--- src/verilog/tsr_defs.vh ---
// Purpose: shared constants of the tdm slot source router
// Assumes: included by the router and its fifo
// Notes: register indices, field ranges, modes, reset values
`ifndef TSR_DEFS_VH
`define TSR_DEFS_VH

// ----------------------------------------
// register indices
// ----------------------------------------
`define TSR_ADDR_DATA_SEL 3'h0
`define TSR_ADDR_PORT_CTL 3'h1
`define TSR_ADDR_MASK_1A 3'h2
`define TSR_ADDR_MASK_1B 3'h3
`define TSR_ADDR_MASK_2A 3'h4
`define TSR_ADDR_MASK_2B 3'h5
`define TSR_ADDR_STATUS 3'h6

// ----------------------------------------
// fields and reset values
// ----------------------------------------
`define TSR_MAIN_SEL 2:0
`define TSR_BYP_SEL 5:3
`define TSR_TRK_SEL 2:0
`define TSR_MODE 4:3
`define TSR_PWR_OFF 5
`define TSR_SEL_RESET 6'h00
`define TSR_CTL_RESET 6'h00
`define TSR_MASK_RESET 32'hffffffff
`define TSR_STAT_OVF 0

// ----------------------------------------
// modes and codes
// ----------------------------------------
`define TSR_MODE_TDM 2'h0
`define TSR_MODE_LJ 2'h1
`define TSR_MODE_I2S 2'h2
`define TSR_TRK_MASKED 3'h4
`define TSR_BYTE_HI 2'h0
`define TSR_BYTE_MID 2'h1
`define TSR_BYTE_LO 2'h2
`define TSR_BIT_LAST 5'h1f
`define TSR_WORD_W 26
`define TSR_FIFO_DEPTH 16
`define TSR_FIFO_AW 4

`endif

--- src/verilog/tsr_router.v ---
// Purpose: pulls converter samples out of two serial input streams
// Assumes: serial pins synchronous to clk, sclk well below clk/2
// Notes: main words go through a fifo, bypass and tracking are strobed
//
// Contract
// - tdm main converter samples located by main select field of data select reg
// - tdm tracking sample located by tracking select field of port control reg
// - tdm bypass samples located by bypass select field of data select reg
// - bypass select picks four consecutive slots, input one for 0-3, two for 4-7
// - tracking 0-3 takes low bits of three consecutive slots of input one
// - tracking 4 uses mask bits; 5 to 7 are reserved, never programmed
// - lj or i2s: input one feeds converters one, two; input two three, four
// - lj or i2s: tracking converter gets no data, controller powers it off
// - slots are 32 bits, sample msb first, left justified
// - masked selection: a slot feeds tracking only when its mask bit is 0
// - several unmasked: lowest slot of input one wins, then input two
//
// The implementer's own choices: the register addresses and the strobed register port.
`timescale 1ns/1ps
`include "tsr_defs.vh"

module tsr_router (
  input wire clk,
  input wire rst_b,
  input wire [2:0] reg_addr,
  input wire [7:0] reg_wdata,
  input wire reg_wr,
  input wire reg_rd,
  output reg [7:0] reg_rdata,
  input wire sclk,
  input wire frame_sync,
  input wire serial_input_one,
  input wire serial_input_two,
  output wire [25:0] main_data,
  output wire main_valid,
  input wire main_ready,
  output reg [25:0] bypass_data,
  output reg bypass_strobe,
  output reg [23:0] tracking_data,
  output reg tracking_strobe
);

  // ----------------------------------------
  // state
  // ----------------------------------------
  localparam [2:0] ST_IDLE = 3'b001;
  localparam [2:0] ST_PUSH_A = 3'b010;
  localparam [2:0] ST_PUSH_B = 3'b100;

  reg [5:0] sel_reg;
  reg [5:0] ctl_reg;
  reg [31:0] mask_reg;
  reg ovf_reg;
  reg sclk_last_reg;
  reg fs_last_reg;
  reg lock_reg;
  reg [4:0] cnt_reg;
  reg [3:0] slot_reg;
  reg [30:0] sh_one_reg;
  reg [30:0] sh_two_reg;
  reg [31:0] word_one_reg;
  reg [31:0] word_two_reg;
  reg [3:0] wslot_reg;
  reg done_reg;
  reg [23:0] trk_acc_reg;
  reg [2:0] push_state_reg;
  reg [25:0] push_a_reg;
  reg [25:0] push_b_reg;
  reg [7:0] rdata_next;
  reg [4:0] win_idx;
  reg win_any;
  integer i;

  wire [2:0] main_sel;
  wire [2:0] byp_sel;
  wire [2:0] trk_sel;
  wire [1:0] mode;
  wire is_tdm;
  wire is_lj;
  wire sclk_rise;
  wire start;
  wire chan;
  wire fifo_ready;
  wire [31:0] main_word;
  wire main_hit;
  wire byp_hit;
  wire [31:0] byp_word;
  wire trk_group_hit;
  wire win_hit;
  wire [31:0] win_word;
  wire trk_on;

  assign main_sel = sel_reg[`TSR_MAIN_SEL];
  assign byp_sel = sel_reg[`TSR_BYP_SEL];
  assign trk_sel = ctl_reg[`TSR_TRK_SEL];
  assign mode = ctl_reg[`TSR_MODE];
  assign is_tdm = (mode == `TSR_MODE_TDM);
  assign is_lj = (mode == `TSR_MODE_LJ);

  // ----------------------------------------
  // register port
  // ----------------------------------------
  always @* begin
    case (reg_addr)
      `TSR_ADDR_DATA_SEL: rdata_next = {2'h0, sel_reg};
      `TSR_ADDR_PORT_CTL: rdata_next = {2'h0, ctl_reg};
      `TSR_ADDR_MASK_1A: rdata_next = mask_reg[7:0];
      `TSR_ADDR_MASK_1B: rdata_next = mask_reg[15:8];
      `TSR_ADDR_MASK_2A: rdata_next = mask_reg[23:16];
      `TSR_ADDR_MASK_2B: rdata_next = mask_reg[31:24];
      `TSR_ADDR_STATUS: rdata_next = {win_idx, win_any, lock_reg, ovf_reg};
      default: rdata_next = 8'h00;
    endcase
  end

  always @(posedge clk or negedge rst_b) begin
    if (!rst_b) begin
      sel_reg <= `TSR_SEL_RESET;
      ctl_reg <= `TSR_CTL_RESET;
      mask_reg <= `TSR_MASK_RESET;
      reg_rdata <= 8'h00;
    end else begin
      reg_rdata <= reg_rd ? rdata_next : 8'h00;
      if (reg_wr) begin
        case (reg_addr)
          `TSR_ADDR_DATA_SEL: sel_reg <= reg_wdata[5:0];
          `TSR_ADDR_PORT_CTL: ctl_reg <= reg_wdata[5:0];
          `TSR_ADDR_MASK_1A: mask_reg[7:0] <= reg_wdata;
          `TSR_ADDR_MASK_1B: mask_reg[15:8] <= reg_wdata;
          `TSR_ADDR_MASK_2A: mask_reg[23:16] <= reg_wdata;
          `TSR_ADDR_MASK_2B: mask_reg[31:24] <= reg_wdata;
          default: sel_reg <= sel_reg;
        endcase
      end
    end
  end

  // ----------------------------------------
  // mask priority
  // ----------------------------------------
  // bit n of the mask is slot n mod 16; bits 16 up belong to input two.
  // scanning downward leaves the lowest cleared bit as winner.
  always @* begin
    win_idx = 5'h00;
    win_any = 1'b0;
    for (i = 31; i >= 0; i = i - 1) begin
      if (!mask_reg[i]) begin
        win_idx = i[4:0];
        win_any = 1'b1;
      end
    end
  end

  // ----------------------------------------
  // serial deframing
  // ----------------------------------------
  assign sclk_rise = sclk & ~sclk_last_reg;
  // tdm frames open on a rising sync; lj and i2s restart on either edge
  assign start = is_tdm ? (frame_sync & ~fs_last_reg) : (frame_sync ^ fs_last_reg);
  // left half is sync high in lj and sync low in i2s
  assign chan = is_lj ? ~frame_sync : frame_sync;

  always @(posedge clk or negedge rst_b) begin
    if (!rst_b) begin
      sclk_last_reg <= 1'b0;
      fs_last_reg <= 1'b0;
      lock_reg <= 1'b0;
      cnt_reg <= 5'h00;
      slot_reg <= 4'h0;
      sh_one_reg <= 31'h00000000;
      sh_two_reg <= 31'h00000000;
      word_one_reg <= 32'h00000000;
      word_two_reg <= 32'h00000000;
      wslot_reg <= 4'h0;
      done_reg <= 1'b0;
    end else begin
      sclk_last_reg <= sclk;
      done_reg <= 1'b0;
      if (sclk_rise) begin
        fs_last_reg <= frame_sync;
        if (start) begin
          lock_reg <= 1'b1;
          slot_reg <= is_tdm ? 4'h0 : {3'h0, chan};
          if (is_lj) begin
            // lj msb already sits on the sync edge
            sh_one_reg <= {sh_one_reg[29:0], serial_input_one};
            sh_two_reg <= {sh_two_reg[29:0], serial_input_two};
            cnt_reg <= 5'h01;
          end else begin
            cnt_reg <= 5'h00;
          end
        end else if (lock_reg) begin
          sh_one_reg <= {sh_one_reg[29:0], serial_input_one};
          sh_two_reg <= {sh_two_reg[29:0], serial_input_two};
          cnt_reg <= cnt_reg + 5'h01;
          if (cnt_reg == `TSR_BIT_LAST) begin
            word_one_reg <= {sh_one_reg, serial_input_one};
            word_two_reg <= {sh_two_reg, serial_input_two};
            wslot_reg <= slot_reg;
            slot_reg <= slot_reg + 4'h1;
            done_reg <= 1'b1;
          end
        end
      end
    end
  end

  // ----------------------------------------
  // slot routing
  // ----------------------------------------
  assign main_word = main_sel[2] ? word_two_reg : word_one_reg;
  assign main_hit = is_tdm ? (wslot_reg[3:2] == main_sel[1:0])
                           : (wslot_reg[3:1] == 3'h0);
  assign byp_word = byp_sel[2] ? word_two_reg : word_one_reg;
  assign byp_hit = is_tdm & (wslot_reg[3:2] == byp_sel[1:0]);
  assign trk_group_hit = (wslot_reg[3:2] == trk_sel[1:0]);
  assign win_hit = win_any & (wslot_reg == win_idx[3:0]);
  assign win_word = win_idx[4] ? word_two_reg : word_one_reg;
  // no tracking data outside tdm, nor while the converter is off
  assign trk_on = is_tdm & ~ctl_reg[`TSR_PWR_OFF];

  always @(posedge clk or negedge rst_b) begin
    if (!rst_b) begin
      bypass_data <= 26'h0000000;
      bypass_strobe <= 1'b0;
      tracking_data <= 24'h000000;
      tracking_strobe <= 1'b0;
      trk_acc_reg <= 24'h000000;
    end else begin
      bypass_strobe <= 1'b0;
      tracking_strobe <= 1'b0;
      if (done_reg && byp_hit) begin
        bypass_data <= {wslot_reg[1:0], byp_word[31:8]};
        bypass_strobe <= 1'b1;
      end
      if (done_reg && trk_on) begin
        if (!trk_sel[2] && trk_group_hit) begin
          case (wslot_reg[1:0])
            `TSR_BYTE_HI: trk_acc_reg[23:16] <= word_one_reg[7:0];
            `TSR_BYTE_MID: trk_acc_reg[15:8] <= word_one_reg[7:0];
            `TSR_BYTE_LO: begin
              tracking_data <= {trk_acc_reg[23:8], word_one_reg[7:0]};
              tracking_strobe <= 1'b1;
            end
            default: trk_acc_reg <= trk_acc_reg;
          endcase
        end else if (trk_sel == `TSR_TRK_MASKED && win_hit) begin
          tracking_data <= win_word[31:8];
          tracking_strobe <= 1'b1;
        end
      end
    end
  end

  // ----------------------------------------
  // fifo feed
  // ----------------------------------------
  // lj and i2s finish both inputs at once, so the second word waits a
  // cycle; a new main slot arriving before the feed drains counts as overflow.
  always @(posedge clk or negedge rst_b) begin
    if (!rst_b) begin
      push_state_reg <= ST_IDLE;
      push_a_reg <= 26'h0000000;
      push_b_reg <= 26'h0000000;
      ovf_reg <= 1'b0;
    end else begin
      if (reg_wr && reg_addr == `TSR_ADDR_STATUS && reg_wdata[`TSR_STAT_OVF]) begin
        ovf_reg <= 1'b0;
      end
      case (push_state_reg)
        ST_IDLE: begin
          if (done_reg && main_hit) begin
            push_state_reg <= ST_PUSH_A;
            if (is_tdm) begin
              push_a_reg <= {wslot_reg[1:0], main_word[31:8]};
            end else begin
              push_a_reg <= {1'b0, wslot_reg[0], word_one_reg[31:8]};
              push_b_reg <= {1'b1, wslot_reg[0], word_two_reg[31:8]};
            end
          end
        end
        ST_PUSH_A: begin
          if (fifo_ready) begin
            push_state_reg <= is_tdm ? ST_IDLE : ST_PUSH_B;
            push_a_reg <= push_b_reg;
          end
        end
        ST_PUSH_B: begin
          if (fifo_ready) begin
            push_state_reg <= ST_IDLE;
          end
        end
        default: push_state_reg <= ST_IDLE;
      endcase
      // set wins over a same-cycle clear
      if (done_reg && main_hit && push_state_reg != ST_IDLE) begin
        ovf_reg <= 1'b1;
      end
    end
  end

  tsr_fifo #(
    .WIDTH(`TSR_WORD_W),
    .DEPTH(`TSR_FIFO_DEPTH),
    .AW(`TSR_FIFO_AW)
  ) u_fifo (
    .clk(clk),
    .rst_b(rst_b),
    .in_data(push_a_reg),
    .in_valid(push_state_reg != ST_IDLE),
    .in_ready(fifo_ready),
    .out_data(main_data),
    .out_valid(main_valid),
    .out_ready(main_ready)
  );

endmodule

--- src/verilog/tsr_fifo.v ---
// Purpose: small fifo for routed main-converter words
// Assumes: one clock, read data taken from a register
// Notes: out stage holds one word beyond the array
`timescale 1ns/1ps
`include "tsr_defs.vh"

module tsr_fifo #(
  parameter WIDTH = `TSR_WORD_W,
  parameter DEPTH = `TSR_FIFO_DEPTH,
  parameter AW = `TSR_FIFO_AW
) (
  input wire clk,
  input wire rst_b,
  input wire [WIDTH-1:0] in_data,
  input wire in_valid,
  output wire in_ready,
  output reg [WIDTH-1:0] out_data,
  output reg out_valid,
  input wire out_ready
);

  localparam [AW:0] FULL_COUNT = DEPTH;
  localparam [AW:0] NONE = 0;

  reg [WIDTH-1:0] mem [0:DEPTH-1];
  reg [AW-1:0] wr_ptr_reg;
  reg [AW-1:0] rd_ptr_reg;
  reg [AW:0] count_reg;
  wire push;
  wire load;

  assign in_ready = (count_reg < FULL_COUNT);
  assign push = in_valid & in_ready;
  assign load = (count_reg != NONE) & (~out_valid | out_ready);

  always @(posedge clk) begin
    if (push) begin
      mem[wr_ptr_reg] <= in_data;
    end
  end

  always @(posedge clk or negedge rst_b) begin
    if (!rst_b) begin
      wr_ptr_reg <= {AW{1'b0}};
      rd_ptr_reg <= {AW{1'b0}};
      count_reg <= NONE;
      out_data <= {WIDTH{1'b0}};
      out_valid <= 1'b0;
    end else begin
      if (push) begin
        wr_ptr_reg <= wr_ptr_reg + 1'b1;
      end
      if (load) begin
        out_data <= mem[rd_ptr_reg];
        out_valid <= 1'b1;
        rd_ptr_reg <= rd_ptr_reg + 1'b1;
      end else if (out_ready) begin
        out_valid <= 1'b0;
      end
      case ({push, load})
        2'b10: count_reg <= count_reg + 1'b1;
        2'b01: count_reg <= count_reg - 1'b1;
        default: count_reg <= count_reg;
      endcase
    end
  end

endmodule

--- config.mk ---
export PLATFORM = sky130hd
export DESIGN_NAME = tsr_router
export DESIGN_NICKNAME = d
export VERILOG_FILES = /design/src/verilog/tsr_router.v /design/src/verilog/tsr_fifo.v
export VERILOG_INCLUDE_DIRS = /design/src /design/src/verilog
export SDC_FILE = /design/constraint.sdc
export NUM_CORES = 1
export LEC_CHECK = 0
export BUFFER_PORTS_ARGS = -buffer_cell sky130_fd_sc_hd__buf_2
export CAP_MARGIN = 20
export CORE_ASPECT_RATIO = 1.75
export CORE_MARGIN = 10
export CORE_UTILIZATION = 54
export DETAILED_ROUTE_END_ITERATION = 10
export HOLD_SLACK_MARGIN = 0.05
export PLACE_DENSITY = 0.82
export SETUP_SLACK_MARGIN = 0.4
export SYNTH_ARGS = -nofsm -noshare
export SYNTH_HDL_FRONTEND = slang
export SYNTH_HIERARCHICAL = 1
export SYNTH_SLANG_ARGS = --single-unit
--- constraint.sdc ---
create_clock -name clk -period 8.2 [get_ports clk]
set_clock_uncertainty 0.1 [all_clocks]
set_input_delay 0 -clock clk [delete_from_list [all_inputs] [get_ports clk]]
set_output_delay 0 -clock clk [all_outputs]
set_load 0.01 [all_outputs]
==> results of run 1 <==
-- metrics by stage --
step | utilization [%] | instances | total power [mW]
final | 60.9 | 2887 | 8.57
after detailed placement | 56.7 | 2740 | 5.57
after floorplan | - | 1932 | 5.26
after global routing | 60.9 | 2887 | 8.86
after CTS | 60.9 | 2887 | 8.62
after global placement | 56.7 | 2740 | 5.52
-- cell type report --
| cell class | instances | area, sq um | area share (%) |
|---|---|---|---|
| Sequential cell | 767 | 21300 | 60.4 |
| Tap cell | 773 | 967 | 2.74 |
| Multi-Input combinational cell | 1033 | 9660 | 27.4 |
| Timing Repair Buffer | 173 | 1140 | 3.23 |
| Clock inverter | 33 | 367 | 1.04 |
| Clock buffer | 83 | 1750 | 4.96 |
| Inverter | 25 | 93.8 | 0.266 |
-- final timing paths --
check,startpoint,slack [ps],end,cells past startpoint
worst max-delay path,u_fifo/rd_ptr_reg[2]$_DFFE_PN0P_,4710,u_fifo/out_data[15]$_DFFE_PN0P_,5
worst min-delay path,serial_input_two,70,sh_two_reg[0]$_DFFE_PN0P_,3
worst min register to register,cnt_reg[3]$_DFFE_PN0P_,380,cnt_reg[3]$_DFFE_PN0P_,1
max in group asynchronous,rst_b,5790,tracking_data[23]$_DFFE_PN0P_,5
worst max register to register,u_fifo/rd_ptr_reg[2]$_DFFE_PN0P_,4710,u_fifo/out_data[15]$_DFFE_PN0P_,5
min in group asynchronous,rst_b,390,u_fifo/out_data[11]$_DFFE_PN0P_,4
-- critical path: stages (launching register included) --
cell	delay, ps
dfrtp_4	1050
buf_4	910
mux4_1	710
mux2_2	290
o22ai_1	170
a21oi_1	80
-- kinds of logic (layout without fill, tap and decap cells) --
kind of cell / count (synthesis) / count (layout) / share of synthesized area, %
and+or+nand+nor: 287 / 287 / 4.09
AOI/OAI and AO/OA: 271 / 271 / 4.98
buffers and inverters: 132 / 314 / 1.92
DFF: 767 / 767 / 67.7
muxes: 444 / 444 / 20.2
xor gates and xnor gates: 17 / 17 / 0.473
adders and majority gates: 14 / 14 / 0.580
-- Yosys cell counts, types with 2 or more instances --
master    count
mux2_2      237
a32o_1        3
o221ai_1      2
o211ai_1      4
mux2_4       21
and3_1        6
buf_6         7
nand2_1     125
or3_1         2
mux2i_1      78
a221oi_1      7
dfstp_2      33
a22o_1        2
nand3_1      10
xnor2_1       9
buf_4         6
buf_1        10
a21o_1        2
nor3_1       17
ha_1         13
inv_1        24
nand2b_1      6
xor2_1        8
dfrtp_1     318
nand3b_1      2
and2_1        4
buf_2         9
clkbuf_1     73
a311oi_1      2
nor2b_1       9
mux4_1       46
mux4_2       62
or2_2         4
nand4_2       2
o22ai_1      52
a21oi_1      75
nor2_1       81
edfxtp_1    416
a31oi_1       4
buf_8         2
nand4_1       9
o21ai_0     107
-- what timing repair did --
item,in CTS,in global routing
hold endpoints to repair,207,0
resized for setup,0,0
hold buffers,31,0
buffers inserted,0,0
-- metal layers --
layer	vias to the layer above	track usage, %	routed length, microns
met5	-	0	0
met4	0	9.11	3030
met3	180	2.79	4110
met2	701	38.0	39200
met1	8993	26.0	27100
li1	7647	-	-
-- where the power goes --
| part | internal [mW] | switching, mW |
|---|---|---|
| sequential | 4.20 | 0.292 |
| clock | 1.69 | 1.38 |
| combinational | 0.468 | 0.531 |
| total | 6.36 | 2.20 |
==> summary.txt, run 1 <==
Status
  • Status: completed

CTS
  • TritonCTS clock tree: yes
  • Num CTS Buffers: just over 60
  • H-Tree Depth: 2
  • Clock-pin transition on the worst setup and hold timing paths: 70 ps
  • CTS max path bufs: 3
  • Clk_lat worst skew: 640 ps
  • Sink Count: 767
  • Root Driver: clkbuf_16

Floorplan
  • FP Rows: about 120
  • Die Wd: 203 microns
  • # IOs: roughly 110
  • Initial Util: 54.3%
  • Die Y: 339 microns
  • Floorplan core area: 58,000 sq um
  • DIE AREA: 68,700 sq um

Yosys
  • Syn Area/Cell: roughly 16 sq um
  • Cell Area, Synth: 31,500 sq um
  • Dominant synthesized flop cell: edfxtp_1
  • Yosys warns: 6
  • Most area-hungry cell type in the Yosys netlist: edfxtp_1
  • Async set-reset flop share out of synthesis: 45.8%
  • Syn Nets: 1,966
  • Yosys cell types: 65
  • Largest cells by area after synthesis: edfxtp_1, dfrtp_1, mux2_2, mux4_2, mux4_1
  • Post-synth EDFFs: 416
  • Post-Synthesis Cells: 1,932
  • Area share of the largest cell type after synthesis: between 30 and 40%
  • Sequential fraction of the synthesis area: 67.7%
  • Synth Register Bits: 767

Critical path
  • Critical path class: register to register
  • Nature of the critical path endpoint: register
  • Critical path arrival: 3900 ps
  • CP Launch Type: register
  • Worst Path Required: between 8000 and 9000 ps
  • Crit Path Max Fanout: 56

Finish
  • Nets: 2,095
  • Final instance area: 35,300 sq um
  • Share of layout cells above drive strength 1: 30.3%
  • Number of fill cells: approximately 4,200
  • Area grow syn2layout: 12.1%
  • Commonest non-fill, non-tap cell in the layout: edfxtp_1
  • Most frequent cells in the layout: edfxtp_1, dfrtp_1, mux2_2, nand2_1, o21ai_0
  • N_diodes: 0
  • Max FFs per register: 416

STA
  • Maximum clock rate: 287 MHz
  • Rel. slew slack: between 20% and 30%
  • Setup ws final: ~4700 ps
  • Post-layout min period: roughly 3500 ps
  • RSZ-0062 raised after global routing: false
  • Fin Hold WS: a little over 70 ps
  • Fin crit share: 42.5%
  • Final hold violation count: 0
  • Worst Max-Slew Pin Slew: between 1000 and 1500 ps
  • Setup TNS: 0 ps
  • Finish-stage setup viols: 0
  • Slew Limit Fails: 0

Route
  • 1st-iter DRT viols: approximately 1,500
  • Routed WL per cell: between 20 and 30 microns
  • Total routed wirelength: 73,500 microns
  • TritonRoute pass-1 iters: 6
  • Post-route ant nets: 0
  • Post-DR vias/cell: 6.07
  • Post-route DRC: 0
  • Vias: ~18,000

Place
  • Place WS: 4730 ps
  • Port Buffers: 106
  • HPWL after DPL: 44,300 microns
  • GPL Wtd Cong: 0.894
  • Placed Area: 32,900 sq um

GRT
  • Pin count of the biggest net entering global routing: 77
  • Initial antenna violation count: 0
  • First-pass GRT wire length: about 110,000 microns
  • Vias in the first global route: 18,500
  • Gr ovfl total: 0
  • GRT Util Overall: between 20 and 25%

Power and ir drop
  • Leakage: 12.3 nW
  • Worst vdd ir: 0.000196 V
  • Pwr Density: about 240 nW/um^2

Hold path
  • HP Class: input pin to register

Flow run
  • Reported max-cap violation count: 0
(Power assumes the default switching activity.)
==> inputs of run 2 (changes only) <==
==> constraint.sdc (replaced) <==
create_clock -name clk -period 3.35 [get_ports clk]
set_clock_uncertainty 0.1 [all_clocks]
set_input_delay 0 -clock clk [delete_from_list [all_inputs] [get_ports clk]]
set_output_delay 0 -clock clk [all_outputs]
set_load 0.01 [all_outputs]
==> run 2 against run 1 <==
  * Via count is 2.8% higher
  * Combinational power rose to 2.8 times the previous value
  * Flip-flop and latch count did not move
  * Count of clock-buffer cells in the layout is 3 higher
  * First-iteration DRC count decreased by 5.8%
  * Utilization up 1.2 points
==> summary.txt, run 2 (synthesized netlist as in run 1, its figures left out) <==
Finish
  • Commonest non-fill, non-tap cell in the layout: edfxtp_1
  • Most frequent cells in the layout: edfxtp_1, dfrtp_1, mux2_2, nand2_1, o21ai_0
  • Area grow syn2layout: 14.4%
  • Max FFs per register: ~420
  • Number of fill cells: 4,163
  • Share of layout cells above drive strength 1: between 30% and 40%
  • N_diodes: 0
  • Nets: 2,138

STA
  • Maximum clock rate: 325 MHz
  • Fin crit share: between 90% and 100%
  • Slew Limit Fails: 0
  • Worst Max-Slew Pin Slew: 1090 ps
  • Post-layout min period: 3070 ps
  • Finish-stage setup viols: 0
  • Final hold violation count: 0
  • Rel. slew slack: 27.1%
  • RSZ-0062 raised after global routing: true
  • Setup TNS: 0 ps

Floorplan
  • Initial Util: 54.3%
  • Floorplan core area: about 58,000 sq um
  • Die Y: 339 microns
  • FP Rows: 117
  • DIE AREA: between 60,000 and 70,000 sq um
  • # IOs: 107
  • Die Wd: 203 microns

Status
  • Status: completed

Route
  • Post-route DRC: 0
  • Vias: 18,000
  • Post-DR vias/cell: 6.15
  • 1st-iter DRT viols: around 1,400
  • Total routed wirelength: 77,000 microns
  • Post-route ant nets: 0
  • TritonRoute pass-1 iters: 5
  • Routed WL per cell: about 26 microns

Critical path
  • Nature of the critical path endpoint: register
  • CP Launch Type: register
  • Critical path arrival: 3460 ps
  • Worst Path Required: 3730 ps
  • Crit Path Max Fanout: 6
  • Critical path class: register to register

Power and ir drop
  • Switching share of power: 25.5%
  • Clk pwr share: 37.0%
  • Worst vdd ir: 0.000425 V
  • Logic pwr share: approximately 13%
  • Leakage: 12.6 nW
  • P_int: 16.1 mW
  • Pwr Density: 602 nW/um^2
  • Seq pwr share: about half
  • Net Switching: roughly 5.5 mW
  • Tot Pwr: 21.7 mW

CTS
  • Root Driver: clkbuf_16
  • CTS max path bufs: 3
  • Clock-pin transition on the worst setup and hold timing paths: 60 ps
  • Num CTS Buffers: 66
  • TritonCTS clock tree: yes
  • Clk_lat worst skew: 620 ps
  • H-Tree Depth: 3
  • Sink Count: approximately 770

GRT
  • First-pass GRT wire length: 118,000 microns
  • Initial antenna violation count: 1
  • GRT Util Overall: about 22%
  • Gr ovfl total: 0
  • Vias in the first global route: 19,000
  • Pin count of the biggest net entering global routing: 100

Place
  • GPL Wtd Cong: 0.898
  • Port Buffers: 106
  • HPWL after DPL: 47,800 microns

Flow run
  • Reported max-cap violation count: 0

Hold path
  • HP Class: input pin to register
## run 2: cell types whose count changed in the layout (fill, tap and decap cells not counted), sizes merged
cell	change
dlygate4sd3	-6
inv	+3
clkinv	+9
clkbuf	+5
buf	+42
bufinv	+4
clkinvlp	-14
## run 2: per-stage QoR
stage	cell area, sq um	hold slack (ps)	setup slack, ps	util, %	cells
2_1_floorplan	31500	-396	401	-	1932
3_3_place_gp	33200	35.5	177	57.3	2767
3_5_place_dp	33200	35.5	156	57.3	2767
4_1_cts	35900	62.6	283	62.0	2927
5_1_grt	36000	87.7	226	62.1	2930
6_report	36000	89.5	276	62.1	2930
## run 2: layout make-up
type | count | area (sq um) | share of cell area [%]
clock buffers | 86 | 1770 | 4.92
well taps | 773 | 967 | 2.69
clock inverters | 35 | 503 | 1.40
repair buffers | 211 | 1580 | 4.39
inverters | 25 | 93.8 | 0.261
flip-flops and latches | 767 | 21300 | 59.2
multi-input cells | 1033 | 9770 | 27.1
## run 2: worst max-delay path, cell delays in order, from the launching register on
cell       delay, ps
dfstp_2          560
nand2_2           60
or4_4            560
a2111o_1         380
nand4_1          100
or3_4            160
nor2_4            50
a311oi_4         320
buf_6            190
clkbuf_16        170
mux2_4           300
## run 2: metal layers
metal	vias up	GRT usage, %	routed length [microns]
li1	7733	-	-
met1	9347	26.3	27900
met2	747	39.4	40900
met3	181	3.40	4640
met4	2	11.1	3510
met5	-	0	10
## run 2: repair_timing
| action | in CTS | in global routing |
|---|---|---|
| pin swaps | 4 | 1 |
| resized for setup | 16 | 7 |
| hold buffers | 24 | 0 |
| gates cloned | 2 | 1 |
| buffers inserted | 13 | 1 |
| setup endpoints to repair | 25 | 35 |
| endpoints found under the hold margin | 337 | 0 |
## run 2: path summary, 6_finish.rpt
check	startpoint	end	slack (ps)	cells past startpoint
min in group asynchronous	rst_b	u_fifo/out_data[9]$_DFFE_PN0P_	470	3
worst max-delay path	mask_reg[18]$_DFFE_PN1P_	tracking_data[18]$_DFFE_PN0P_	280	10
max in group asynchronous	rst_b	tracking_data[23]$_DFFE_PN0P_	1700	4
worst min register to register	bypass_data[12]$_DFFE_PN0P_	bypass_data[12]$_DFFE_PN0P_	380	2
worst max register to register	mask_reg[18]$_DFFE_PN1P_	tracking_data[18]$_DFFE_PN0P_	280	10
worst min-delay path	serial_input_one	word_one_reg[0]$_DFFE_PN0P_	90	3
## run 2: power by group through the flow
stage	sequential [mW]	clock [mW]	combinational [mW]
floorplan	10.7	0	2.18
global placement	11.0	0	2.63
detailed placement	11.0	0	2.70
CTS	10.9	8.11	2.80
global route	10.9	8.51	2.98
finish	10.9	8.02	2.79
==> inputs of run 3 (changes only) <==
--- a/config.mk
+++ b/config.mk
@@ -7,13 +7,12 @@
 export NUM_CORES = 1
 export LEC_CHECK = 0
 export BUFFER_PORTS_ARGS = -buffer_cell sky130_fd_sc_hd__buf_2
-export CAP_MARGIN = 20
-export CORE_ASPECT_RATIO = 1.75
+export CORE_ASPECT_RATIO = 0.9
 export CORE_MARGIN = 10
 export CORE_UTILIZATION = 54
 export DETAILED_ROUTE_END_ITERATION = 10
 export HOLD_SLACK_MARGIN = 0.05
-export PLACE_DENSITY = 0.82
+export PLACE_DENSITY = 0.81
 export SETUP_SLACK_MARGIN = 0.4
 export SYNTH_ARGS = -nofsm -noshare
 export SYNTH_HDL_FRONTEND = slang
==> run 3 against run 2 <==
  * Cell area grew 0.25%
  * Non-clock buffer count decreased by 2
  * Register-to-register slack barely moved
  * Count of clock-buffer cells in the layout increased by 21
  * Power increased by 0.67%
  * Sequential power about the same
  * Largest cell class unchanged
  * First-iteration DRC count rose by 8.6%
  * Highest routed layer unchanged
  * Die area down 0.54%
  * Utilization up 0.74 points
  * Maximum frequency grew 0.34%
  * Via count fell by 0.68%
==> summary.txt, run 3 (synthesized netlist as in run 1, its figures left out) <==
STA
  • Worst Max-Slew Pin Slew: 1020 ps
  • Fin crit share: 91.5%
  • Post-layout min period: 3060 ps
  • Slew Limit Fails: 0
  • Final hold violation count: 0
  • Finish-stage setup viols: 0
  • Maximum clock rate: between 300 and 400 MHz
  • Rel. slew slack: 31.6%
  • Setup TNS: 0 ps
  • RSZ-0062 raised after global routing: true

Critical path
  • CP Launch Type: register
  • Nature of the critical path endpoint: register
  • Crit-path most repeated cell: mux2_4
  • CP Cell Sequence: nand4_4, a2111oi_4, nor3_2, mux2_4, or3_4, nor4_4, a311oi_4, buf_12, clkbuf_16, mux2_4
  • Crit path largest cell delay: 590 ps
  • Critical path class: register to register
  • Crit-path slowest cell: dfstp_2
  • Worst Path Required: 3740 ps
  • Crit Path Max Fanout: 6
  • Critical path arrival: 3450 ps

Route
  • Post-route DRC: 0
  • Post-route ant nets: 0
  • Routed WL per cell: 25.4 microns
  • Vias: 17,900
  • Total routed wirelength: ~74,000 microns
  • TritonRoute pass-1 iters: 6
  • 1st-iter DRT viols: between 1,000 and 1,500
  • Post-DR vias/cell: 6.10

Power and ir drop
  • Clk pwr share: a little under two fifths
  • Net Switching: 5.62 mW
  • Seq pwr share: 49.6%
  • P_int: 16.2 mW
  • Switching share of power: 25.8%
  • Tot Pwr: 21.8 mW
  • Leakage: 12.7 nW
  • Logic pwr share: 13.2%
  • Worst vdd ir: 0.000417 V
  • Pwr Density: about 600 nW/um^2

Finish
  • Max FFs per register: 416
  • Area grow syn2layout: 14.7%
  • Storage cell area: 21,300 sq um
  • Final instance area: 36,100 sq um
  • Fin util: between 60 and 70%
  • Share of layout cells above drive strength 1: 32.0%
  • Nets: 2,144
  • Multi-input gate area: 9790 sq um
  • Commonest non-fill, non-tap cell in the layout: edfxtp_1
  • Most frequent cells in the layout: edfxtp_1, dfrtp_1, mux2_2, nand2_1
  • N_diodes: 0
  • Number of fill cells: 4,005

CTS
  • Clock-pin transition on the worst setup and hold timing paths: 60 ps
  • Num CTS Buffers: 74
  • Root Driver: clkbuf_16
  • H-Tree Depth: 3
  • Sink Count: approximately 770
  • Clk_lat worst skew: 630 ps
  • TritonCTS clock tree: yes
  • CTS max path bufs: 3

GRT
  • Vias in the first global route: 18,600
  • First-pass GRT wire length: between 100,000 and 150,000 microns
  • Pin count of the biggest net entering global routing: around 130
  • Gr ovfl total: 0
  • Initial antenna violation count: 1
  • GRT Util Overall: 21.9%

Hold path
  • HP Class: input pin to register

Floorplan
  • # IOs: 107
  • Die Wd: 275 microns
  • Floorplan core area: about 57,000 sq um
  • Die Y: 249 microns
  • Initial Util: 54.8%
  • FP Rows: 83
  • DIE AREA: 68,400 sq um

Flow run
  • Reported max-cap violation count: 0

Status
  • Status: completed

Place
  • Port Buffers: ~110
  • GPL Wtd Cong: 0.865
  • HPWL after DPL: 45,600 microns
  • Placed Area: about 33,000 sq um
==> run 3: changes by cell type in the layout (fill, tap and decap cells not counted), sizes merged <==
cell and change:
buf -2, bufinv -7, clkbuf +21, clkinvlp +1, clkinv -6, inv +1
==> run 3: layout make-up <==
type                       instances  area share, %
tap                              765           2.65
clock buffer                     107           5.78
multi-input combinational       1033           27.1
sequential                       767           59.1
timing repair buffer             209           4.44
inverter                          25          0.260
clock inverter                    24          0.669
==> run 3: power by group through the flow <==
stage,logic (mW),clock network (mW),registers (mW)
after floorplan,2.18,0,10.7
after global placement,2.70,0,11.0
after detailed placement,2.77,0,11.0
after CTS,2.87,8.22,10.8
after global routing,3.07,8.59,10.9
final,2.87,8.11,10.8
==> run 3: worst paths after layout <==
path                                                      end  slack, ps  depth (start not counted)                  startpoint
max in group asynchronous           push_a_reg[8]$_DFFE_PN0P_       2040                          4                       rst_b
min in group asynchronous         bypass_data[15]$_DFFE_PN0P_        420                          4                       rst_b
worst max-delay path            tracking_data[21]$_DFFE_PN0P_        290                         10    mask_reg[31]$_DFFE_PN1P_
worst min register to register     push_b_reg[25]$_DFFE_PN0P_        370                          1  push_b_reg[25]$_DFFE_PN0P_
worst max register to register  tracking_data[21]$_DFFE_PN0P_        290                         10    mask_reg[31]$_DFFE_PN1P_
worst min-delay path              word_one_reg[0]$_DFFE_PN0P_         80                          3            serial_input_one
==> run 3: worst max-delay path: cells and delay by family (launching register included) <==
family	cells	cell delay [ps]
multiplexers	2	600
AND/OR/NAND/NOR	4	860
flip-flops	1	590
buffers and inverters	2	360
AO/OA/AOI/OAI	2	420
==> run 3: per-stage QoR <==
step / std cells / hold slack, ps / setup WS, ps
after floorplan: 1932 / -396 / 401
after global placement: 2755 / -185 / 232
after detailed placement: 2755 / -183 / 190
after CTS: 2926 / 53.5 / 290
after global routing: 2930 / 72.4 / 222
final: 2930 / 79.3 / 286
==> run 3: what timing repair did <==
item,in CTS,in global routing
gates resized for setup,12,13
endpoints found under the setup margin,25,25
cloned,1,2
hold buffers,25,0
endpoints found under the hold margin,423,0
buffers inserted,14,2
pin swaps,4,6
==> run 3: per-layer routing <==
metal / share of wire, % / global-route usage [%] / vias to the layer above
met5: 0.017 / 0 / -
met3: 6.9 / 4.70 / 163
li1: - / - / 7766
met2: 49 / 34.9 / 717
met1: 41 / 29.3 / 9239
met4: 3.2 / 7.73 / 2
